**config.mk**
```make
export PLATFORM = sky130hd
export DESIGN_NAME = asd_serial
export DESIGN_NICKNAME = d
export VERILOG_FILES = /design/src/asd_pkg.sv /design/src/asd_serial.sv
export SDC_FILE = /design/constraint.sdc
export NUM_CORES = 1
export LEC_CHECK = 0
export CELL_PAD_IN_SITES_DETAIL_PLACEMENT = 0
export CELL_PAD_IN_SITES_GLOBAL_PLACEMENT = 2
export CORE_ASPECT_RATIO = 1.75
export CORE_MARGIN = 1.5
export CORE_UTILIZATION = 44
export DETAILED_ROUTE_END_ITERATION = 8
export DONT_BUFFER_PORTS = 1
export PLACE_DENSITY = 0.88
export SLEW_MARGIN = 10
export SYNTH_ARGS = -nofsm -noshare
export SYNTH_HDL_FRONTEND = slang
export SYNTH_SLANG_ARGS = --single-unit
```
**constraint.sdc**
```tcl
create_clock -name clk -period 6.4 [get_ports clk]
set_input_delay 0.64 -clock clk [delete_from_list [all_inputs] [get_ports clk]]
set_output_delay 0.64 -clock clk [all_outputs]
set_load 0.05 [all_outputs]
```
**src/asd_pkg.sv**
```systemverilog
// Purpose: Shared constants and types of the asynchronous serial datapath
// Assumes: 50 MHz system clock, receiver oversampling at sixteen times the baud rate
// Notes: Sample phases are held as RT number minus one
package asd_pkg;
    // System clock rate in Hz
    localparam int CLK_HZ = 50_000_000;
    // Default baud rate in bit/s
    localparam int BAUD_RATE = 9600;
    // Sample ticks per bit time
    localparam int RT_PER_BIT = 16;
    // Clock cycles per sample tick
    localparam int RT_DIV_DEF = CLK_HZ / (RT_PER_BIT * BAUD_RATE);
    // Depth and width of the transmit FIFO
    localparam int FIFO_DEPTH = 8;
    localparam int FIFO_WIDTH = 9;
    // Frame lengths in bit times, start and stop included
    localparam logic [3:0] LEN_EIGHT = 4'hA;
    localparam logic [3:0] LEN_NINE = 4'hB;
    // Data bit counts
    localparam logic [3:0] BITS_EIGHT = 4'h8;
    localparam logic [3:0] BITS_NINE = 4'h9;
    // Sample phase positions
    localparam logic [3:0] PH_RT3 = 4'h2;
    localparam logic [3:0] PH_RT5 = 4'h4;
    localparam logic [3:0] PH_RT7 = 4'h6;
    localparam logic [3:0] PH_RT8 = 4'h7;
    localparam logic [3:0] PH_RT9 = 4'h8;
    localparam logic [3:0] PH_RT10 = 4'h9;
    localparam logic [3:0] PH_RT16 = 4'hF;
    // Window around a bit boundary where a falling edge resynchronises
    localparam logic [3:0] PH_EDGE_LATE = 4'h3;
    // Number of ones that must precede a start edge
    localparam logic [1:0] ONES_NEEDED = 2'h3;
    // Reset values of flags
    localparam logic TX_EMPTY_RST = 1'b1;
    // Transmit states
    typedef enum logic [1:0] {
        TX_IDLE = 2'b00,
        TX_PRE = 2'b01,
        TX_DATA = 2'b10,
        TX_BRK = 2'b11
    } asd_tx_st_t;
    // Receive states
    typedef enum logic [1:0] {
        RX_HUNT = 2'b00,
        RX_START = 2'b01,
        RX_DATA = 2'b10
    } asd_rx_st_t;
endpackage

```
**src/asd_serial.sv**
```systemverilog
// Purpose: Full duplex asynchronous serial port with transmit FIFO
// Assumes: Control bits arrive as plain ports on clk; serialIn is asynchronous
// Notes: Phase counter value n stands for sample RT(n+1)
// Notes on behaviour
// - Transmit eight or nine bit characters
// - Preamble of ones on each transmit enable
// - Frame data with zero start, one stop
// - Empty flag sets on buffer handoff
// - Idle line is one; disable releases pin
// - Break characters repeat, then one one
// - All zero frame with zero stop is break
// - Break sets flags, clears data and ninth
// - Enable toggle queues idle character
// - Invert every transmitted level when asked
// - Done flag when nothing left to send
// - Receive eight or nine bit characters
// - Full character moves to buffer, flag sets
// - Sample input at sixteen times baud
// - Resynchronise after start and falling edges
// - Start search: zero after three ones
// - Verify start with samples three, five, seven
// - Data bit by majority, noise on disagreement
// - Late start samples only raise noise
// - Stop bit majority zero means framing error
// - Framing error sets with full flag

// Synchronous FIFO, storage in flip-flops
module asd_fifo #(
    parameter int WIDTH = asd_pkg::FIFO_WIDTH,
    parameter int DEPTH = asd_pkg::FIFO_DEPTH
) (
    input wire logic clk,
    input wire logic rstN,
    input wire logic inValid,
    output logic inReady,
    input wire logic [WIDTH-1:0] inData,
    output logic outValid,
    input wire logic outReady,
    output logic [WIDTH-1:0] outData
);
    localparam int AW = $clog2(DEPTH);
    // Whole FIFO state
    typedef struct packed {
        logic [DEPTH-1:0][WIDTH-1:0] mem;
        logic [AW-1:0] wr;
        logic [AW-1:0] rd;
        logic [AW:0] cnt;
    } asd_fifo_st_t;
    asd_fifo_st_t s_q, s_d;
    logic push, pop;
    // Full only when the count has reached the depth
    assign inReady = (s_q.cnt != (AW+1)'(DEPTH));
    assign outValid = (s_q.cnt != '0);
    assign outData = s_q.mem[s_q.rd];
    assign push = inValid && inReady;
    assign pop = outValid && outReady;
    // Pointer and count update
    always_comb begin
        s_d = s_q;
        if (push) begin
            s_d.mem[s_q.wr] = inData;
            s_d.wr = (s_q.wr == AW'(DEPTH - 1)) ? '0 : s_q.wr + 1'b1;
        end
        if (pop) begin
            s_d.rd = (s_q.rd == AW'(DEPTH - 1)) ? '0 : s_q.rd + 1'b1;
        end
        s_d.cnt = s_q.cnt + (AW+1)'(push) - (AW+1)'(pop);
    end
    // State register
    always_ff @(posedge clk or negedge rstN) begin
        if (!rstN) begin
            s_q <= '0;
        end else begin
            s_q <= s_d;
        end
    end
endmodule

// Serial port top
module asd_serial #(
    parameter int RT_DIV = asd_pkg::RT_DIV_DEF
) (
    input wire logic clk,
    input wire logic reset_n,
    input wire logic portEnable,
    input wire logic txEnable,
    input wire logic sendBreak,
    input wire logic txInvert,
    input wire logic charNineBitSel,
    input wire logic txEmptyIrqEn,
    input wire logic txDoneIrqEn,
    input wire logic rxFullIrqEn,
    input wire logic statusRead,
    input wire logic txValid,
    output logic txReady,
    input wire logic [7:0] txData,
    input wire logic txNinthBit,
    input wire logic rxRead,
    output logic [7:0] rxData,
    output logic rxNinthBit,
    output logic txEmptyFlag,
    output logic txDoneFlag,
    output logic rxFullFlag,
    output logic framingErrFlag,
    output logic noiseFlag,
    output logic breakFlag,
    output logic overrunFlag,
    output logic rxActiveFlag,
    output logic txIrq,
    output logic rxIrq,
    input wire logic serialIn,
    output logic serialOut,
    output logic serialOutOe
);
    // Whole port state
    typedef struct packed {
        logic [1:0] rxSync;
        logic [15:0] rtCnt;
        logic rtTick;
        asd_pkg::asd_tx_st_t txSt;
        logic [10:0] txSh;
        logic [3:0] txBits;
        logic [3:0] txPh;
        logic txEnPrev;
        logic idleQ;
        logic brkTail;
        logic txEmpty;
        logic armed;
        logic outLvl;
        logic outOe;
        asd_pkg::asd_rx_st_t rxSt;
        logic [3:0] rxPh;
        logic [1:0] ones;
        logic [3:0] rxIdx;
        logic [8:0] rxSh;
        logic [1:0] smp;
        logic lastSmp;
        logic edgeArm;
        logic noiseAcc;
        logic [7:0] data;
        logic ninth;
        logic full;
        logic fe;
        logic nf;
        logic bk;
        logic ovr;
    } asd_st_t;
    asd_st_t s_q, s_d;
    logic [1:0] rstSync_q;
    logic rstN;
    logic fifoValid, fifoPop, txPush;
    logic [8:0] fifoData;
    logic smpBit, frameEnd, loadNow, rxDone, bitMaj, bitDis;
    logic [2:0] v;
    logic [3:0] frameLen, dataBits;

    // Majority of three samples
    function automatic logic maj3(input logic [2:0] x);
        maj3 = (x[0] & x[1]) | (x[0] & x[2]) | (x[1] & x[2]);
    endfunction
    // Three samples disagree
    function automatic logic dis3(input logic [2:0] x);
        dis3 = (|x) & ~(&x);
    endfunction

    // Reset release through two flip-flops
    always_ff @(posedge clk or negedge reset_n) begin
        if (!reset_n) begin
            rstSync_q <= 2'h0;
        end else begin
            rstSync_q <= {rstSync_q[0], 1'b1};
        end
    end
    assign rstN = rstSync_q[1];

    // Transmit data buffer
    asd_fifo #(.WIDTH(asd_pkg::FIFO_WIDTH), .DEPTH(asd_pkg::FIFO_DEPTH)) u_fifo (
        .clk(clk),
        .rstN(rstN),
        .inValid(txValid),
        .inReady(txReady),
        .inData({txNinthBit, txData}),
        .outValid(fifoValid),
        .outReady(fifoPop),
        .outData(fifoData)
    );

    assign txPush = txValid && txReady;
    assign smpBit = s_q.rxSync[1];
    assign frameLen = charNineBitSel ? asd_pkg::LEN_NINE : asd_pkg::LEN_EIGHT;
    assign dataBits = charNineBitSel ? asd_pkg::BITS_NINE : asd_pkg::BITS_EIGHT;
    assign frameEnd = s_q.rtTick && s_q.txPh == asd_pkg::PH_RT16 && s_q.txBits == 4'h1;
    assign loadNow = (s_q.txSt == asd_pkg::TX_IDLE) || frameEnd;
    // Current sample set: RT10 or RT7 now, earlier two held
    assign v = {smpBit, s_q.smp};
    assign bitMaj = maj3(v);
    assign bitDis = dis3(v);

    // Next state of transmitter and receiver
    always_comb begin
        s_d = s_q;
        fifoPop = 1'b0;
        rxDone = 1'b0;
        s_d.rxSync = {s_q.rxSync[0], serialIn};
        s_d.rtTick = (s_q.rtCnt == 16'(RT_DIV - 1));
        s_d.rtCnt = s_d.rtTick ? 16'h0 : s_q.rtCnt + 16'h1;
        // Empty flag clears on write after status read
        if (statusRead) begin
            s_d.armed = 1'b1;
        end
        if (txPush && s_q.armed) begin
            s_d.txEmpty = 1'b0;
            s_d.armed = 1'b0;
        end
        s_d.txEnPrev = txEnable;
        if (txEnable && !s_q.txEnPrev) begin
            s_d.idleQ = 1'b1;
        end
        // Shift one bit per sixteen ticks
        if (s_q.txSt != asd_pkg::TX_IDLE && s_q.rtTick) begin
            s_d.txPh = s_q.txPh + 4'h1;
            if (s_q.txPh == asd_pkg::PH_RT16) begin
                s_d.txSh = {1'b1, s_q.txSh[10:1]};
                s_d.txBits = s_q.txBits - 4'h1;
            end
        end
        if (loadNow) begin
            s_d.txPh = 4'h0;
            s_d.txBits = frameLen;
            if (!portEnable) begin
                s_d.txSt = asd_pkg::TX_IDLE;
            end else if (sendBreak) begin
                s_d.txSt = asd_pkg::TX_BRK;
                s_d.txSh = 11'h0;
                s_d.brkTail = 1'b1;
            end else if (s_q.brkTail) begin
                s_d.txSt = asd_pkg::TX_PRE;
                s_d.txSh = 11'h7FF;
                s_d.txBits = 4'h1;
                s_d.brkTail = 1'b0;
            end else if (s_d.idleQ && txEnable) begin
                s_d.txSt = asd_pkg::TX_PRE;
                s_d.txSh = 11'h7FF;
                s_d.idleQ = 1'b0;
            end else if (txEnable && fifoValid) begin
                s_d.txSt = asd_pkg::TX_DATA;
                s_d.txSh = {1'b1, charNineBitSel ? fifoData[8] : 1'b1, fifoData[7:0], 1'b0};
                fifoPop = 1'b1;
                s_d.txEmpty = 1'b1;
            end else begin
                s_d.txSt = asd_pkg::TX_IDLE;
            end
        end
        if (!portEnable) begin
            s_d.txSt = asd_pkg::TX_IDLE;
        end
        s_d.outLvl = ((s_d.txSt == asd_pkg::TX_IDLE) ? 1'b1 : s_d.txSh[0]) ^ txInvert;
        s_d.outOe = portEnable;
        // Flags clear on data read
        if (rxRead) begin
            s_d.full = 1'b0;
            s_d.fe = 1'b0;
            s_d.nf = 1'b0;
            s_d.bk = 1'b0;
            s_d.ovr = 1'b0;
        end
        if (s_q.rtTick) begin
            s_d.lastSmp = smpBit;
            s_d.rxPh = s_q.rxPh + 4'h1;
            case (s_q.rxSt)
                asd_pkg::RX_HUNT: begin
                    s_d.ones = (s_q.ones == asd_pkg::ONES_NEEDED) ? s_q.ones : s_q.ones + 2'h1;
                    if (!smpBit) begin
                        s_d.ones = 2'h0;
                    end
                    if (!smpBit && s_q.ones == asd_pkg::ONES_NEEDED) begin
                        s_d.rxSt = asd_pkg::RX_START;
                        s_d.rxPh = 4'h1;
                        s_d.noiseAcc = 1'b0;
                        s_d.rxSh = 9'h0;
                        s_d.rxIdx = 4'h0;
                    end
                end
                asd_pkg::RX_START: begin
                    if (s_q.rxPh == asd_pkg::PH_RT3) begin
                        s_d.smp[0] = smpBit;
                    end
                    if (s_q.rxPh == asd_pkg::PH_RT5) begin
                        s_d.smp[1] = smpBit;
                    end
                    if (s_q.rxPh == asd_pkg::PH_RT7) begin
                        if (bitMaj) begin
                            s_d.rxSt = asd_pkg::RX_HUNT;
                            s_d.ones = 2'h0;
                        end else if (bitDis) begin
                            s_d.noiseAcc = 1'b1;
                        end
                    end
                    if (s_q.rxPh >= asd_pkg::PH_RT8 && s_q.rxPh <= asd_pkg::PH_RT10 && smpBit) begin
                        s_d.noiseAcc = 1'b1;
                    end
                    if (s_q.rxPh == asd_pkg::PH_RT16) begin
                        s_d.rxSt = asd_pkg::RX_DATA;
                        s_d.edgeArm = 1'b0;
                    end
                end
                asd_pkg::RX_DATA: begin
                    if (s_q.rxPh == asd_pkg::PH_RT8) begin
                        s_d.smp[0] = smpBit;
                    end
                    if (s_q.rxPh == asd_pkg::PH_RT9) begin
                        s_d.smp[1] = smpBit;
                    end
                    if (s_q.edgeArm && s_q.lastSmp && !smpBit
                        && (s_q.rxPh > asd_pkg::PH_RT10 || s_q.rxPh <= asd_pkg::PH_EDGE_LATE)) begin
                        s_d.rxPh = 4'h1;
                        s_d.edgeArm = 1'b0;
                    end
                    if (s_q.rxPh == asd_pkg::PH_RT10) begin
                        if (bitDis) begin
                            s_d.noiseAcc = 1'b1;
                        end
                        s_d.edgeArm = bitMaj;
                        if (s_q.rxIdx != dataBits) begin
                            s_d.rxSh[s_q.rxIdx] = bitMaj;
                            s_d.rxIdx = s_q.rxIdx + 4'h1;
                        end else begin
                            rxDone = 1'b1;
                            s_d.rxSt = asd_pkg::RX_HUNT;
                            s_d.ones = bitMaj ? asd_pkg::ONES_NEEDED : 2'h0;
                            s_d.full = 1'b1;
                            s_d.nf = s_q.nf | s_d.noiseAcc;
                            s_d.fe = s_q.fe | !bitMaj;
                            if (s_q.full) begin
                                s_d.ovr = 1'b1;
                            end else begin
                                s_d.data = s_q.rxSh[7:0];
                                s_d.ninth = charNineBitSel ? s_q.rxSh[8] : s_q.rxSh[7];
                            end
                            if (!bitMaj && (charNineBitSel ? s_q.rxSh == 9'h0 : s_q.rxSh[7:0] == 8'h0)) begin
                                s_d.bk = 1'b1;
                                s_d.data = 8'h0;
                                s_d.ninth = 1'b0;
                            end
                        end
                    end
                end
                default: begin
                    s_d.rxSt = asd_pkg::RX_HUNT;
                end
            endcase
        end
        if (!portEnable) begin
            s_d.rxSt = asd_pkg::RX_HUNT;
        end
    end

    // State register
    always_ff @(posedge clk or negedge rstN) begin
        if (!rstN) begin
            s_q <= '0;
            s_q.rxSync <= 2'h3;
            s_q.txEmpty <= asd_pkg::TX_EMPTY_RST;
            s_q.outLvl <= 1'b1;
        end else begin
            s_q <= s_d;
        end
    end

    // Outputs
    assign serialOut = s_q.outLvl;
    assign serialOutOe = s_q.outOe;
    assign txEmptyFlag = s_q.txEmpty;
    assign txDoneFlag = s_q.txSt == asd_pkg::TX_IDLE && !fifoValid && !s_q.idleQ && !s_q.brkTail && !sendBreak;
    assign txIrq = (s_q.txEmpty && txEmptyIrqEn) || (txDoneFlag && txDoneIrqEn);
    assign rxIrq = s_q.full && rxFullIrqEn;
    assign rxData = s_q.data;
    assign rxNinthBit = s_q.ninth;
    assign rxFullFlag = s_q.full;
    assign framingErrFlag = s_q.fe;
    assign noiseFlag = s_q.nf;
    assign breakFlag = s_q.bk;
    assign overrunFlag = s_q.ovr;
    assign rxActiveFlag = s_q.rxSt != asd_pkg::RX_HUNT;
endmodule

```
; Word level (Yosys, flattened, before mapping)
; Index checks and enable logic that the tools add are counted.
; W data, S select, Z words.
[classes]
addsub = 10
n_lt_le_gt_ge = 9
n_eq_ne = 39
mux = 94
bitwise = 11
reduce_logical = 61
[ops]
columns = cell, n
row1 = $bwmux W72, 1
row2 = $mux W13, 5
row3 = $mux W15, 3
row4 = $mux W40, 1
row5 = $mux W1, 39
row6 = $mux W9, 4
row7 = $mux W16, 2
row8 = $mux W14, 2
row9 = $mux W2, 14
row10 = $bmux W9 S3, 1
row11 = $demux W9 S3, 1
row12 = $pmux W13 S2, 1
row13 = $logic_and A1 B1 Y1, 25
row14 = $ne A2 B2 Y1 const B, 11
row15 = $mux W21, 1
row16 = $ne A3 B3 Y1 const B, 7
row17 = $mux W19, 1
row18 = $add A16 B1 Y16 const B, 1
row19 = $eq A16 B9 Y1 const B, 1
row20 = $eq A4 B4 Y1 const B, 4
row21 = $reduce_bool A2 Y1, 7
row22 = $add A4 B1 Y4 const B, 3
row23 = $eq A4 B3 Y1 const B, 3
row24 = $mux W3, 4
row25 = other kinds (50), 82
[totals]
reg_bits = 171
input_bits = 23
out_inout_bits = 22
wordCells = 267

; Longest topological paths before layout
; Gate-level depths: netlist of run 1.
[depth]
ltp_word = 13
mapped_depth = 11

; Hierarchy
; A second synthesis of run 1 with hierarchy kept.
[hier_totals]
cells_unflattened = 719
area_unflattened_um2 = 8642.0
[modules_own_cells]
columns = module, instances, cells_per_inst, area_each_um2, seq_area_each_um2
row1 = asd_serial, 1, 481, 4708.3, 2232.1
row2 = asd_fifo, 1, 238, 3933.8, 2052.0

; Least setup slack after synthesis of run 1
; Ideal clock, no wire load.
[synth_timing]
path_type = input port to output port
start = input sendBreak
end = output txIrq
arrival_ps = 2513
required_time_ps = 5760
slack_ps = 3247
stages = 4
n_path_buf = 0
path_cell_list = nor2_1 -> nand2_1 -> nor3_1 -> a22o_1
[synth_between]
elab_chain_len = 4
[synth_rtl]
columns = item, line
row1 = "start, declared", asd_serial.sv:87  ; input wire logic sendBreak,
row2 = $logic_not A1 Y1, asd_serial.sv:374  ; assign txDoneFlag = s_q.txSt == asd_pkg::TX_IDLE && !fifoValid && !s_q.idleQ && !s_q.brkTail && !sendBreak;
row3 = $logic_and A1 B1 Y1, asd_serial.sv:374
row4 = via txDoneFlag, asd_serial.sv:102  ; output logic txDoneFlag,
row5 = $logic_and A1 B1 Y1, asd_serial.sv:375  ; assign txIrq = (s_q.txEmpty && txEmptyIrqEn) || (txDoneFlag && txDoneIrqEn);
row6 = $logic_or A1 B1 Y1, asd_serial.sv:375
row7 = "end, declared", asd_serial.sv:109  ; output logic txIrq,
; The timed path passes the listed nets, and every way through them passes these cells.

; Final worst setup path of run 1
[layout_timing]
start = register s_q[67] (netlist bit)
end = output txIrq
[layout_between]
elab_chain_len = 7
[layout_rtl]
columns = item, line
row1 = "start, declared", asd_serial.sv:148  ; asd_st_t s_q, s_d;
row2 = $logic_not A2 Y1, asd_serial.sv:374
row3 = $logic_and A1 B1 Y1 (4 in a row), asd_serial.sv:374
row4 = via txDoneFlag, asd_serial.sv:102
row5 = $logic_and A1 B1 Y1, asd_serial.sv:375
row6 = $logic_or A1 B1 Y1, asd_serial.sv:375
; The timed path passes the listed nets, and every way through them passes these cells.

==> impl_metrics.tcl, run 1 <==
set metrics [dict create \
    synth_cell_types 75 \
    gr-total-overflow 0 \
    htree_levels 4 \
    num_rows 67 \
    ys_ff_latch 171 \
    cp_num_cells 4 \
    power.total_mw 3.27 \
    crit_family "simple AND/OR/NAND/NOR gates" \
    dr.pass1.iters 4 \
    cts_buffer_depth 2 \
    crit_required_ns 5.76 \
    crit_start "s_q[67]" \
    p_leak_nw 4.00 \
    wirelength_mm 17.6 \
    route.detailed.drc 0 \
    dp_slack_ns 3.13 \
    placed_cells 902 \
    endpoint "txIrq" \
    min_period_ns 3.67 \
    io_pins 45 \
    status "finished, final reports clean" \
    synth_top_area_cell "dfrtp_1" \
    worst-slew-pin-transition_ns 0.977 \
    port_buffers 0 \
    grtUsageTotal 0.187 \
    numClockSinks 171 \
    netlist.area_leader.share 0.490 \
    layout_commonest_cell "dfrtp_1" \
    crit_chain "nor2_1 -> nand2_1 -> nor3_2 -> a22o_1" \
    die_x_um 108 \
    syn_to_final_growth_pct 8.59 \
    synth.avg_cell_area_um2 12.4 \
    layout_setup_ws_ns 2.73 \
    cts_setup_buffers 0 \
    reg2reg_slack_ns 3.14 \
    fin_util 0.485 \
    critPathSlowestCell "nor3_2" \
    vdd_ir_drop_max_mv 0.307 \
    end_kind "primary output" \
    crit_buf_inv 0 \
    ys_warn_count 0 \
    rr_startpoint "s_q[68]" \
    skew_ns 0.00946 \
    fin_crit_sh 0.573 \
    reg2reg_to "u_fifo.s_q[2]" \
    synth_nets 741 \
    clkSlewWorstSetupHoldPaths_ns 0.06 \
    first_iter_violations 189 \
    dieArea_um2 20300 \
    drt.antenna.violating_nets 0 \
    grt_pass1_wl_mm 29.2 \
    grt_max_degree 77 \
    final.setup.tns_ns 0 \
    clockRootBuffer "clkbuf_16" \
    relSlewSlack 0.345 \
    final_cells 935 \
    rsz0062_at_grt "false" \
    drv_slew 0 \
    wl_met1_mm 6.54 \
    synthesis.instances 688 \
    synth_area_leaders "dfrtp_1 (49%), mux2_2 (11%), mux4_2 (4.8%)" \
    wl_met3_um 547 \
    crit_arrival_ns 3.03 \
    layout-drive-gt1-share 0.229 \
    topRoutingLayerUsed "met4" \
    dpl.hpwl_mm 12.7 \
    insertion_delay_ns 0.44 \
    vias_per_cell 5.76 \
    startpoint_type "flop" \
    ys.flop_type "dfrtp_1" \
    setup_viol_count_final 0 \
    hold_path_class "reg2async" \
    vias 5381 \
    hold_viol 0 \
    start_util 0.446 \
    fp.dieH_um 187 \
    routedWlPerCell_um 18.8 \
    nets 734 \
    antenna_found_initial 0 \
    ctsResizeCount 0 \
    grt_pass1_vias 5823 \
    antenna_cells 0 \
    layout_common_cells "dfrtp_1 (166), mux2_2 (81), nand2_1 (49), nor2_1 (31), inv_1 (30)" \
    core_area_um2 19100 \
    ys_async_sr_fraction 1.00 \
    synth-edff-count 0 \
    gp_congestion 0.859 \
    power_density_nw_per_um2 353 \
    met2_length_mm 10.1 \
    cap_violations 0 \
    crit_type "reg2out" \
    synth.cell_area_um2 8530 \
    seq_area_frac_synth 0.502 \
    reg2regPathDepth 9 \
    crit_path_max_incr_delay_ns 0.76 \
    critPathMaxFanout 14 \
    cts_tree "yes" \
    max_clock_freq_ghz 0.273 \
    cts_made_buffers 17 \
]
[state kept, by name, indices dropped and copies added, names as in the netlist]
signal / flops
u_fifo.s_q: 82
s_q: 69
rxData: 8
rstSync_q: 2
breakFlag: 1
framingErrFlag: 1
noiseFlag: 1
overrunFlag: 1
rxFullFlag: 1
rxNinthBit: 1
s_d: 1
serialOut: 1
serialOutOe: 1
txEmptyFlag: 1
[synth_stat cells, types with 6 or more instances]
| cell | n |
|---|---|
| a21boi_0 | 6 |
| a21o_1 | 14 |
| a21oi_1 | 18 |
| a221oi_1 | 7 |
| a22o_1 | 14 |
| and3_1 | 7 |
| buf_4 | 13 |
| clkbuf_1 | 11 |
| dfrtp_1 | 167 |
| ha_1 | 29 |
| inv_1 | 30 |
| mux2_2 | 81 |
| mux2i_1 | 22 |
| mux4_2 | 18 |
| nand2_1 | 49 |
| nand3_1 | 16 |
| nand4_1 | 7 |
| nor2_1 | 31 |
| nor2b_1 | 7 |
| nor3_1 | 6 |
| o21ai_0 | 12 |
| o22ai_1 | 6 |
| xnor2_1 | 15 |
| xor2_1 | 10 |
[where the power goes]
part           switching [mW]  internal [mW]  total, mW
registers               0.190           1.37       1.56
logic                   0.298          0.430      0.727
clock network           0.433          0.551      0.984
[how the worst min path moves through the flow]
stage / endpoint / slack [ns] / cells past startpoint
after detailed placement: u_fifo.s_q[3] / 0.22 / 0
after CTS: s_d[86] / 0.18 / 0
after global placement: u_fifo.s_q[1] / 0.22 / 0
after floorplan: rstSync_q[1] / 0.33 / 0
final: u_fifo.s_q[2] / 0.21 / 0
after global routing: s_d[86] / 0.18 / 0
[logic make-up after synthesis]
logic type	share of synthesized area
xor gates and xnor gates	0.0257
adders and majority gates	0.0461
buffers and inverters	0.0346
muxes	0.187
other	0.000440
DFF	0.502
AOI/OAI and AO/OA	0.0879
and+or+nand+nor	0.116
[area by class of cell]
| cell class | instances | area [um^2] |
|---|---|---|
| fillers | 1701 | 9850 |
| repair buffers | 5 | 40.0 |
| flip-flops and latches | 171 | 4290 |
| inverters | 31 | 116 |
| clock buffers | 21 | 450 |
| clock inverters | 11 | 111 |
| multi-input cells | 455 | 3960 |
| well taps | 241 | 302 |
[stage by stage]
stage	hold slack [ns]	cell area, um^2
2_1_floorplan	0.331	8530
3_3_place_gp	0.216	8690
3_5_place_dp	0.224	8690
4_1_cts	0.181	9260
5_1_grt	0.182	9260
6_report	0.205	9260
[layer usage]
| metal | vias to the layer above | track usage |
|---|---|---|
| met5 | - | 0 |
| li1 | 2468 | - |
| met2 | 92 | 0.357 |
| met1 | 2792 | 0.192 |
| met4 | 0 | 0.0729 |
| met3 | 29 | 0.0418 |
[timing repair]
action                                  CTS  global route
endpoints found under the setup margin    0             0
hold buffers                              1             0
endpoints found under the hold margin     2             0
No activity file was read; power rests on OpenSTA's default activity.
==> run 2: changes to the inputs <==
==> constraint.sdc (replaced) <==
create_clock -name clk -period 3.6 [get_ports clk]
set_input_delay 0.36 -clock clk [delete_from_list [all_inputs] [get_ports clk]]
set_output_delay 0.36 -clock clk [all_outputs]
set_load 0.05 [all_outputs]
==> impl_metrics.tcl, run 2 (synthesis gave the netlist of run 1 again) <==
set metrics [dict create \
    num_rows 67 \
    placed_cells 907 \
    fin_crit_sh 0.814 \
    ctsResizeCount 0 \
    critPathMaxFanout 9 \
    setup_viol_count_final 0 \
    final.fill_count 1716 \
    topRoutingLayerUsed "met4" \
    vdd_ir_drop_max_mv 0.610 \
    nets 743 \
    power_density_nw_per_um2 625 \
    layout-drive-gt1-share 0.234 \
    fp.dieH_um 187 \
    cts_setup_buffers 0 \
    port_buffers 0 \
    seqCellArea_um2 4290 \
    grt_max_degree 122 \
    drv_slew 0 \
    top_register "u_fifo.s_q" \
    clkSlewWorstSetupHoldPaths_ns 0.06 \
    rsz0062_at_grt "false" \
    antenna_found_initial 0 \
    crit_arrival_ns 3.23 \
    crit_required_ns 3.90 \
    multi_input_comb_area_um2 3960 \
    numClockSinks 171 \
    core_area_um2 19100 \
    drt.antenna.violating_nets 0 \
    crit_type "reg2reg" \
    antenna_cells 0 \
    dr.pass1.iters 7 \
    crit_buf_inv 3 \
    syn_to_final_growth_pct 9.67 \
    fin_util 0.489 \
    dieArea_um2 20300 \
    hold_buffers 5 \
    relSlewSlack 0.369 \
    grt_pass1_vias 6005 \
    met2_length_mm 10.0 \
    p_leak_nw 4.06 \
    end_kind "flop" \
    routedWlPerCell_um 18.9 \
    dpl.hpwl_mm 12.7 \
    vias_per_cell 5.63 \
    hold_path_class "in2reg" \
    grtUsageTotal 0.192 \
    wl_met3_um 630 \
    crit_path_max_incr_delay_ns 0.45 \
    crit_chain "inv_1 -> ha_1 -> nor3b_4 -> a31oi_4 -> nor4_4 -> ha_1 -> inv_1 -> ha_1 -> inv_1 -> fa_1 -> xnor2_1" \
    vias 5307 \
    crit_family "adder cells" \
    cap_violations 0 \
    route.detailed.drc 0 \
    insertion_delay_ns 0.43 \
    cts_tree "yes" \
    skew_ns 0.0114 \
    hold_viol 0 \
    gp_congestion 0.836 \
    start_util 0.446 \
    wirelength_mm 17.9 \
    clockRootBuffer "clkbuf_16" \
    wl_met1_mm 6.53 \
    die_x_um 108 \
    cts_made_buffers 17 \
    startpoint_type "flop" \
    largest_reg_flops 82 \
    final.setup.tns_ns 0 \
    layout_commonest_cell "dfrtp_1" \
    cts_buffer_depth 2 \
    worst-slew-pin-transition_ns 0.947 \
    critPathSlowestCell "nor4_4" \
    final_cells 943 \
    max_clock_freq_ghz 0.341 \
    power.total_mw 5.85 \
    layout_common_cells "dfrtp_1 (166), mux2_2 (81), nand2_1 (49), nor2_1 (31), inv_1 (30)" \
    min_period_ns 2.93 \
    gr-total-overflow 0 \
    io_pins 45 \
    grt_pass1_wl_mm 29.8 \
    status "finished, final reports clean" \
    first_iter_violations 236 \
    htree_levels 4 \
]
run 2: layout make-up:
| class | instances | area share |
|---|---|---|
| Sequential cell | 171 | 0.458 |
| Clock buffer | 22 | 0.0507 |
| Inverter | 31 | 0.0124 |
| Clock inverter | 9 | 0.00950 |
| Multi-Input combinational cell | 455 | 0.423 |
| Tap cell | 241 | 0.0322 |
| Timing Repair Buffer | 14 | 0.0139 |
run 2: metal layers:
metal / global-route usage / up-vias
li1: - / 2491
met1: 0.197 / 2679
met2: 0.352 / 96
met3: 0.0439 / 41
met4: 0.0992 / 0
met5: 0 / -
run 2: worst reg2reg max path, stage by stage, from the launching register on:
cell and delay, ns:
dfrtp_1 0.40, inv_1 0.09, ha_1 0.18, nor3b_4 0.39
a31oi_4 0.22, nor4_4 0.45, ha_1 0.30, inv_1 0.05
ha_1 0.15, inv_1 0.06, fa_1 0.38, xnor2_1 0.14
run 2: power by group:
| group | leakage, nW | switching (mW) | total (mW) | internal [mW] |
|---|---|---|---|---|
| combinational | 1.66 | 0.512 | 1.29 | 0.774 |
| sequential | 2.13 | 0.379 | 2.81 | 2.43 |
| clock | 0.269 | 0.749 | 1.76 | 1.01 |
| total | 4.06 | 1.64 | 5.85 | 4.21 |
run 2: final timing paths:
kind	startpoint	slack [ns]	depth (start not counted)	endpoint
max	s_q[52]	0.67	11	u_fifo.s_q[2]
min	rxRead	0.03	1	breakFlag
max reg2reg	s_q[52]	0.67	11	u_fifo.s_q[2]
min reg2reg	rstSync_q[0]	0.35	0	rstSync_q[1]
max in group asynchronous	rstSync_q[1]	2.14	1	u_fifo.s_q[58]
min in group asynchronous	reset_n	0.17	1	rstSync_q[1]
run 2: per-stage QoR:
step | hold slack (ns) | worst slack [ns] | area [um^2]
2_1_floorplan | 0.0644 | 0.777 | 8530
3_3_place_gp | 0.0645 | 0.808 | 8740
3_5_place_dp | 0.0645 | 0.658 | 8740
4_1_cts | 0.0105 | 0.649 | 9360
5_1_grt | 0.00626 | 0.480 | 9360
6_report | 0.0325 | 0.671 | 9360
